### src/logic/uart_flow_defines.vh
// Register offsets, field positions and reset values for the flow-control block
`ifndef UART_FLOW_DEFINES_VH
`define UART_FLOW_DEFINES_VH
`define ADDR_DMA_CTRL      8'h48
`define ADDR_FLOW_CTRL     8'h50
`define ADDR_RESUME1       8'h54
`define ADDR_RESUME2       8'h58
`define ADDR_PAUSE1        8'h5C
`define ADDR_PAUSE2        8'h60
`define ADDR_IRQ_RAW       8'h64
`define ADDR_IRQ_MASK      8'h68
`define ADDR_IRQ_MASKED    8'h6C
`define ADDR_FLOW_STATUS   8'h70
`define DMA_RX_EN_BIT      0
`define DMA_TX_EN_BIT      1
`define DMA_ERR_STOP_BIT   3
`define FLOW_EN_BIT        0
`define FLOW_RX_MODE_LO    1
`define FLOW_TX_MODE_LO    3
`define FLOW_ANY_BIT       5
`define FLOW_SPECIAL_BIT   6
`define IRQ_FRAMING_BIT    7
`define IRQ_PARITY_BIT     8
`define IRQ_BREAK_BIT      9
`define IRQ_OVERRUN_BIT    10
`define IRQ_PAUSE_BIT      11
`define IRQ_LO             7
`define IRQ_HI             11
`define MODE_OFF           2'h0
`define MODE_FIRST         2'h1
`define MODE_SECOND        2'h2
`define MODE_BOTH          2'h3
`define RESET_ZERO         32'h00000000
`endif

### src/logic/char_match.v
// Compares a received character against a selected resume/pause pair set
`timescale 1ns/1ps
module char_match (
  input  wire [1:0] mode,
  input  wire [7:0] char_in,
  input  wire [7:0] first_val,
  input  wire [7:0] second_val,
  output wire       hit
);
  // Mode selects the first, second or both pairs
  assign hit = (mode[0] && (char_in == first_val)) || (mode[1] && (char_in == second_val));
endmodule

### src/logic/uart_flow_control_dma_ctrl.v
// UART flow-control and DMA-request control with Avalon-MM registers
//
// Contract
// - Rx DMA requests need rx enable bit
// - Tx DMA requests need tx enable bit
// - Stop-on-error blocks rx DMA on errors enabled in the irq mask
// - Flow control only when enable set
// - Rx mode selects first/second/both pairs
// - Tx mode selects first/second/both pairs
// - Resume-on-any accepts any character except a selected pause char
// - Otherwise resume must match programmed chars
// - Special detection only when bit set
// - First resume char register, reset zero
// - Second resume char register, reset zero
// - First pause char register, reset zero
// - Second pause char register, reset zero
// - Raw/masked error status for four errors
// - Pause detect interrupt, write-one clear
`timescale 1ns/1ps
`include "uart_flow_defines.vh"
module uart_flow_control_dma_ctrl (
  input  wire        clk_sys,
  input  wire        rst_n,
  input  wire [7:0]  address,
  input  wire        read,
  input  wire        write,
  input  wire [31:0] writedata,
  input  wire [3:0]  byteenable,
  output reg  [31:0] readdata,
  output wire        waitrequest,
  output reg         response_error,
  input  wire        rx_char_valid,
  input  wire [7:0]  rx_char,
  input  wire        framing_error,
  input  wire        parity_error,
  input  wire        break_error,
  input  wire        overrun_error,
  input  wire        rx_data_ready,
  input  wire        tx_data_ready,
  input  wire        rx_room,
  input  wire        tx_char_done,
  input  wire        tx_ctrl_ready,
  output reg         rx_dma_req,
  output reg         tx_dma_req,
  output wire        tx_hold,
  output reg         tx_ctrl_valid,
  output reg  [7:0]  tx_ctrl_char,
  output reg         special_char_seen,
  output wire        irq
);
  reg  [31:0] dma_ctrl;
  reg  [31:0] flow_ctrl;
  reg  [7:0]  resume_char_first;
  reg  [7:0]  resume_char_second;
  reg  [7:0]  pause_char_first;
  reg  [7:0]  pause_char_second;
  reg  [12:0] irq_raw;
  reg  [12:0] irq_mask;
  reg         tx_paused;
  reg         pause_owed;
  reg         rx_stopped;
  reg         ack;
  reg  [31:0] next_readdata;
  reg         next_error;
  reg  [12:0] next_irq_raw;
  wire [31:0] wmask;
  wire        soft_flow_enable;
  wire [1:0]  rx_flow_mode;
  wire [1:0]  tx_flow_mode;
  wire        resume_on_any_char;
  wire        special_char_detect;
  wire        rx_flow_on;
  wire        tx_flow_on;
  wire        pause_hit;
  wire        resume_hit;
  wire        resume_valid;
  wire        special_hit_rx;
  wire        special_hit_tx;
  wire        rx_pause_hit;
  wire        rx_resume_hit;
  wire        error_irq;
  wire        wr_ok;
  wire        mapped;
  wire [12:0] irq_masked;
  wire [7:0]  sel_pause;
  wire [7:0]  sel_resume;
  genvar      lane;

  assign soft_flow_enable    = flow_ctrl[`FLOW_EN_BIT];
  assign rx_flow_mode        = flow_ctrl[`FLOW_RX_MODE_LO+1:`FLOW_RX_MODE_LO];
  assign tx_flow_mode        = flow_ctrl[`FLOW_TX_MODE_LO+1:`FLOW_TX_MODE_LO];
  assign resume_on_any_char  = flow_ctrl[`FLOW_ANY_BIT];
  assign special_char_detect = flow_ctrl[`FLOW_SPECIAL_BIT];

  // Single-cycle wait: every access is answered one edge after it appears
  assign waitrequest = (read || write) && !ack;
  assign wr_ok       = write && !waitrequest;
  assign mapped      = (address == `ADDR_DMA_CTRL) || (address == `ADDR_FLOW_CTRL) ||
                       (address == `ADDR_RESUME1) || (address == `ADDR_RESUME2) ||
                       (address == `ADDR_PAUSE1) || (address == `ADDR_PAUSE2) ||
                       (address == `ADDR_IRQ_RAW) || (address == `ADDR_IRQ_MASK) ||
                       (address == `ADDR_IRQ_MASKED) || (address == `ADDR_FLOW_STATUS);

  // One write-mask byte per bus lane
  generate
    for (lane = 0; lane < 4; lane = lane + 1) begin : g_lane
      assign wmask[lane*8 +: 8] = {8{byteenable[lane]}};
    end
  endgenerate

  assign rx_flow_on = soft_flow_enable && (rx_flow_mode != `MODE_OFF);
  assign tx_flow_on = soft_flow_enable && (tx_flow_mode != `MODE_OFF);

  char_match u_pause_match (
    .mode       (tx_flow_mode),
    .char_in    (rx_char),
    .first_val  (pause_char_first),
    .second_val (pause_char_second),
    .hit        (pause_hit)
  );

  char_match u_resume_match (
    .mode       (tx_flow_mode),
    .char_in    (rx_char),
    .first_val  (resume_char_first),
    .second_val (resume_char_second),
    .hit        (resume_hit)
  );

  char_match u_rx_pause_match (
    .mode       (rx_flow_mode),
    .char_in    (rx_char),
    .first_val  (pause_char_first),
    .second_val (pause_char_second),
    .hit        (rx_pause_hit)
  );

  char_match u_rx_resume_match (
    .mode       (rx_flow_mode),
    .char_in    (rx_char),
    .first_val  (resume_char_first),
    .second_val (resume_char_second),
    .hit        (rx_resume_hit)
  );

  assign resume_valid = resume_on_any_char || resume_hit;

  assign special_hit_rx = special_char_detect && rx_char_valid &&
                          (rx_pause_hit || rx_resume_hit);
  assign special_hit_tx = special_char_detect && rx_char_valid &&
                          (pause_hit || resume_hit);

  assign irq_masked = irq_raw & irq_mask;
  // Masked errors only, so software can let DMA run past an ignored error
  assign error_irq  = |irq_masked[`IRQ_OVERRUN_BIT:`IRQ_FRAMING_BIT];
  assign irq        = |irq_masked;
  assign tx_hold    = tx_paused;

  // Both-pairs mode sends the first pair; the second pair is only matched
  // Receive mode pair select
  assign sel_pause  = (rx_flow_mode == `MODE_SECOND) ? pause_char_second : pause_char_first;
  assign sel_resume = (rx_flow_mode == `MODE_SECOND) ? resume_char_second : resume_char_first;

  always @* begin
    next_irq_raw = irq_raw;
    if (wr_ok && (address == `ADDR_IRQ_RAW)) begin
      next_irq_raw = irq_raw & ~writedata[12:0];
    end
    // Set wins over a clear in the same cycle
    if (framing_error) begin
      next_irq_raw[`IRQ_FRAMING_BIT] = 1'b1;
    end
    if (parity_error) begin
      next_irq_raw[`IRQ_PARITY_BIT] = 1'b1;
    end
    if (break_error) begin
      next_irq_raw[`IRQ_BREAK_BIT] = 1'b1;
    end
    if (overrun_error) begin
      next_irq_raw[`IRQ_OVERRUN_BIT] = 1'b1;
    end
    if (tx_flow_on && rx_char_valid && pause_hit) begin
      next_irq_raw[`IRQ_PAUSE_BIT] = 1'b1;
    end
    next_irq_raw[`IRQ_LO-1:0] = 7'h00;
    next_irq_raw[12]          = 1'b0;
  end

  always @* begin
    next_readdata = `RESET_ZERO;
    next_error    = 1'b0;
    case (address)
      `ADDR_DMA_CTRL:    next_readdata = dma_ctrl;
      `ADDR_FLOW_CTRL:   next_readdata = flow_ctrl;
      `ADDR_RESUME1:     next_readdata = {24'h000000, resume_char_first};
      `ADDR_RESUME2:     next_readdata = {24'h000000, resume_char_second};
      `ADDR_PAUSE1:      next_readdata = {24'h000000, pause_char_first};
      `ADDR_PAUSE2:      next_readdata = {24'h000000, pause_char_second};
      `ADDR_IRQ_RAW:     next_readdata = {19'h0000, irq_raw};
      `ADDR_IRQ_MASK:    next_readdata = {19'h0000, irq_mask};
      `ADDR_IRQ_MASKED:  next_readdata = {19'h0000, irq_masked};
      `ADDR_FLOW_STATUS: next_readdata = {29'h0000000, rx_stopped, pause_owed, tx_paused};
      default: begin
        next_readdata = `RESET_ZERO;
        next_error    = 1'b1;
      end
    endcase
  end

  always @(posedge clk_sys or negedge rst_n) begin
    if (!rst_n) begin
      ack            <= 1'b0;
      readdata       <= `RESET_ZERO;
      response_error <= 1'b0;
    end else begin
      ack <= (read || write) && !ack;
      if (read && !ack) begin
        readdata       <= next_readdata;
        response_error <= next_error;
      end else if (write && !ack) begin
        response_error <= !mapped;
      end
    end
  end

  // Register writes; reserved bits are kept zero in hardware
  always @(posedge clk_sys or negedge rst_n) begin
    if (!rst_n) begin
      dma_ctrl           <= `RESET_ZERO;
      flow_ctrl          <= `RESET_ZERO;
      resume_char_first  <= 8'h00;
      resume_char_second <= 8'h00;
      pause_char_first   <= 8'h00;
      pause_char_second  <= 8'h00;
      irq_mask           <= 13'h0000;
      irq_raw            <= 13'h0000;
    end else begin
      irq_raw <= next_irq_raw;
      if (wr_ok) begin
        case (address)
          `ADDR_DMA_CTRL: begin
            dma_ctrl <= (dma_ctrl & ~wmask) | (writedata & wmask & 32'h0000000B);
          end
          `ADDR_FLOW_CTRL: begin
            flow_ctrl <= (flow_ctrl & ~wmask) | (writedata & wmask & 32'h0000007F);
          end
          `ADDR_RESUME1: begin
            if (byteenable[0]) begin
              resume_char_first <= writedata[7:0];
            end
          end
          `ADDR_RESUME2: begin
            if (byteenable[0]) begin
              resume_char_second <= writedata[7:0];
            end
          end
          `ADDR_PAUSE1: begin
            if (byteenable[0]) begin
              pause_char_first <= writedata[7:0];
            end
          end
          `ADDR_PAUSE2: begin
            if (byteenable[0]) begin
              pause_char_second <= writedata[7:0];
            end
          end
          `ADDR_IRQ_MASK: begin
            irq_mask <= writedata[12:0] & 13'h0F80;
          end
          default: begin
            irq_mask <= irq_mask;
          end
        endcase
      end
    end
  end

  // DMA requests and flow state
  always @(posedge clk_sys or negedge rst_n) begin
    if (!rst_n) begin
      rx_dma_req        <= 1'b0;
      tx_dma_req        <= 1'b0;
      tx_paused         <= 1'b0;
      pause_owed        <= 1'b0;
      rx_stopped        <= 1'b0;
      tx_ctrl_valid     <= 1'b0;
      tx_ctrl_char      <= 8'h00;
      special_char_seen <= 1'b0;
    end else begin
      rx_dma_req <= dma_ctrl[`DMA_RX_EN_BIT] && rx_data_ready &&
                    !(dma_ctrl[`DMA_ERR_STOP_BIT] && error_irq);
      tx_dma_req <= dma_ctrl[`DMA_TX_EN_BIT] && tx_data_ready && !tx_paused;
      special_char_seen <= special_hit_rx || special_hit_tx;
      // Pause blocks the next character at once; one already going out still finishes
      // Hold transmit until resume
      if (!tx_flow_on) begin
        tx_paused  <= 1'b0;
        pause_owed <= 1'b0;
      end else if (rx_char_valid && pause_hit) begin
        tx_paused  <= 1'b1;
        pause_owed <= !tx_char_done;
      end else if (rx_char_valid && resume_valid) begin
        tx_paused  <= 1'b0;
        pause_owed <= 1'b0;
      end else if (tx_char_done) begin
        pause_owed <= 1'b0;
      end
      if (tx_ctrl_valid) begin
        if (tx_ctrl_ready) begin
          tx_ctrl_valid <= 1'b0;
        end
      end else if (rx_flow_on && !rx_room && !rx_stopped) begin
        tx_ctrl_valid <= 1'b1;
        tx_ctrl_char  <= sel_pause;
        rx_stopped    <= 1'b1;
      end else if (rx_stopped && (rx_room || !rx_flow_on)) begin
        tx_ctrl_valid <= rx_flow_on;
        tx_ctrl_char  <= sel_resume;
        rx_stopped    <= 1'b0;
      end
    end
  end
endmodule

### config.mk
export PLATFORM = sky130hd
export DESIGN_NAME = uart_flow_control_dma_ctrl
export DESIGN_NICKNAME = d
export VERILOG_FILES = /design/src/logic/char_match.v /design/src/logic/uart_flow_control_dma_ctrl.v
export VERILOG_INCLUDE_DIRS = /design/src /design/src/logic
export SDC_FILE = /design/constraint.sdc
export NUM_CORES = 1
export LEC_CHECK = 0
export BUFFER_PORTS_ARGS = -buffer_cell sky130_fd_sc_hd__buf_2
export CAP_MARGIN = 20
export CORE_MARGIN = 5
export CORE_UTILIZATION = 35
export DETAILED_ROUTE_END_ITERATION = 8
export GPL_TIMING_DRIVEN = 0
export REMOVE_ABC_BUFFERS = 1
export SLEW_MARGIN = 20
export SYNTH_ARGS = -nofsm -noshare
export SYNTH_HDL_FRONTEND = slang
export SYNTH_SLANG_ARGS = --single-unit
### constraint.sdc
create_clock -name clk_sys -period 2.36 [get_ports clk_sys]
set_input_delay 0.236 -clock clk_sys [delete_from_list [all_inputs] [get_ports clk_sys]]
set_output_delay 0.236 -clock clk_sys [all_outputs]
set_load 0.05 [all_outputs]
==> out/results.ini <==
[cells_and_area]
final_area_um2=8360
final_cells=937
drive_gt1_share_pct=32.4
final_nets=727
area_growth_pct=19.7
antenna_cells=0
fill_cells=1848

[setup_path]
cpPeakStageDelay_ns=0.69
worst_ep_arrival_time_ns=2.57
path_cells=and3_1 -> nand4_1 -> mux2_2
path_class=register to register
critPathLaunch=ack
worstPathMaxFanout=8
cpMaxStageDelayCell=nand4_1
crit_path_end_kind=register
required_ns=2.66
worst_r2r_startpoint=ack
cp-start-kind=register

[floorplan]
die_area_um2=22900
std_cell_rows=51
die_w_um=151
core_um2=19500
die_height_um=151
ioPinCount=114
initial_core_util_pct=35.8

[synth]
synth.avg_cell_area_um2=12.4
synth_cell_types=54
ys.flop_type=dfrtp_1
synthTopCellsByCount=dfrtp_1, mux2_2, nor2_1, and2_1, a21oi_1
ys_ff_latch=155
ys_top_cells_by_area=dfrtp_1, mux2_2, and2_1
ys_warn_count=0
synth_edf_count=0
netlist_area_um2=6980
ys_seq_area_share_pct=55.5
yosys.cell_count.top_type=dfrtp_1
synth_top_area_share_pct=55.5
async_reset_ff_share_pct=100
synthCells=565
yosysTopAreaCell=dfrtp_1

[placement]
dpl.hpwl_mm=12.4
gp_congestion=0.888
dpl-instance-area_um2=7700
pre_cts_ws_ns=-0.425
io_buffers=93
dp_cells=898

[timing]
max-slew-margin-rel_pct=47.9
drv_slew=0
post-route-period-util_pct=96.2
setup_viol=0
setup_slack_ns=0.0898
rsz0062_at_grt=false
clock.fmax_ghz=0.440
skew_ns=0.00884
hold_viol_final=0
finalCriticalPeriod_ns=2.27
worst_slew_pin_slew_ns=0.779

[clock_tree]
cts_sinks=155
root_buffer=clkbuf_16
clk_pin_slew_worst_paths_ns=0.06
cts_tree=built
clk_latency_ns=0.43
htreeDepth=4
cts_setup_buffers=0
clockBufferDepth=2
numCtsBuffers=17

[hold_path]
hold_class=input pin to register
hp-start=rx_data_ready

[route]
wl_met1_mm=7.91
drc=0
drtAntennaViolNets=0
wl_met2_mm=8.44
routed_wl_mm=17.7
wl_per_cell_um=18.9
dr.max_layer_used=met4
drt_iter0_markers=376
dr.pass1.iters=5
dr_wl_met3_mm=1.05
via_per_inst=5.23
dr_total_vias=4896

[power]
peakVddDrop_mv=0.539
power_density_nw_per_um2=762
p_leak_nw=3.99

[global_routing]
first_global_vias=4981
grt_pass1_wl_mm=27.5
grt-ovfl-total=0
antenna_found_initial=0
grt_usage_pct=15.9
grt_max_degree=97

[flow_run]
cap_violations=0

[run_status]
status=completed

[area by class of cell]
| cell class | count | area, um^2 | area share [%] |
|---|---|---|---|
| flip-flops and latches | 155 | 3880 | 46.4 |
| multi-input cells | 375 | 2930 | 35.1 |
| repair buffers | 104 | 621 | 7.42 |
| clock buffers | 18 | 439 | 5.25 |
| well taps | 265 | 332 | 3.97 |
| clock inverters | 14 | 134 | 1.60 |
| inverters | 6 | 22.5 | 0.269 |
[path summary, 6_finish.rpt]
check / depth (start not counted) / slack, ns / endpoint
worst max-delay path: 3 / 0.09 / pause_char_first[1]
worst min-delay path: 3 / 0.05 / rx_dma_req
worst max register to register: 3 / 0.09 / pause_char_first[1]
worst min register to register: 1 / 0.48 / rx_dma_req
max in group asynchronous: 3 / 1.17 / tx_ctrl_valid
min in group asynchronous: 2 / 0.42 / dma_ctrl[13]
[kinds of logic (layout without fill, tap and decap cells)]
logic type,after synthesis,after routing,share of synthesized area [%]
flops,155,155,55.5
mux,69,69,12.8
fa+ha+maj,2,2,0.358
compound gates,111,111,11.4
xor+xnor,32,32,4.01
simple gates,161,161,13.0
buf+inv,35,142,2.92
[timing repair]
action                                 in CTS  in global routing
endpoints found under the hold margin     101                  0
setup endpoints to repair                   8                 40
resized for setup                           1                  2
cloned                                      0                  0
hold buffers                                7                  0
[per-stage QoR]
stage | utilization (%) | TNS (ns) | power [mW] | hold slack, ns
finish | 42.8 | 0 | 6.37 | 0.0541
global route | 42.8 | 0 | 6.62 | 0.0460
CTS | 42.8 | 0 | 6.45 | 0.0346
detailed placement | 39.4 | -14.57 | 3.78 | 0.311
global placement | 38.9 | -312.02 | 3.76 | 0.395
floorplan | - | -16.81 | 3.45 | -0.0596
[layer usage]
metal / vias to the layer above / global-route usage, %
li1: 2238 / -
met1: 2469 / 21.3
met5: - / 0
met2: 165 / 25.0
met4: 0 / 5.80
met3: 24 / 4.22
[state kept, by name, indices dropped and copies added (netlist names), 5 cells and up, named ones only]
signal	flops
dma_ctrl	29
readdata	32
tx_ctrl_char	8
irq_mask	5
flow_ctrl	25
irq_raw	5
pause_char_first	8
pause_char_second	8
resume_char_second	8
resume_char_first	8
[critical path: cells and delay by family (launching register included)]
family        cells  cell delay, ns
mux               1            0.52
flops             1            0.42
simple gates      2            1.20
[layout by cell type, fill, tap and decap left out, drive strengths merged, types with 3 or more instances in the layout]
cell type,Yosys,final
dfrtp,155,155
nor4,5,5
nor3,4,4
a22oi,23,23
a21oi,28,28
a222oi,4,4
xnor2,16,16
a221oi,7,7
buf,21,97
xor2,16,16
clkbuf,8,18
nor2b,27,27
mux4,8,8
o21ai,7,7
mux2,57,57
nand4,6,6
a21o,6,6
and3b,3,3
inv,6,12
o2bb2ai,3,3
and3,8,8
nor2,44,44
clkinv,0,5
o22ai,5,5
a32oi,4,4
nand3,9,9
nand2,17,17
a22o,8,8
a31oi,9,9
dlygate4sd3,0,7
mux2i,4,4
and2,34,34
[power breakdown]
group	leakage, nW	total [mW]	internal, mW	switching, mW
Combinational	1.63	0.885	0.223	0.662
Sequential	2.08	2.85	2.77	0.0735
Clock	0.278	2.64	1.50	1.14
Power figures use the tool's default switching activity.
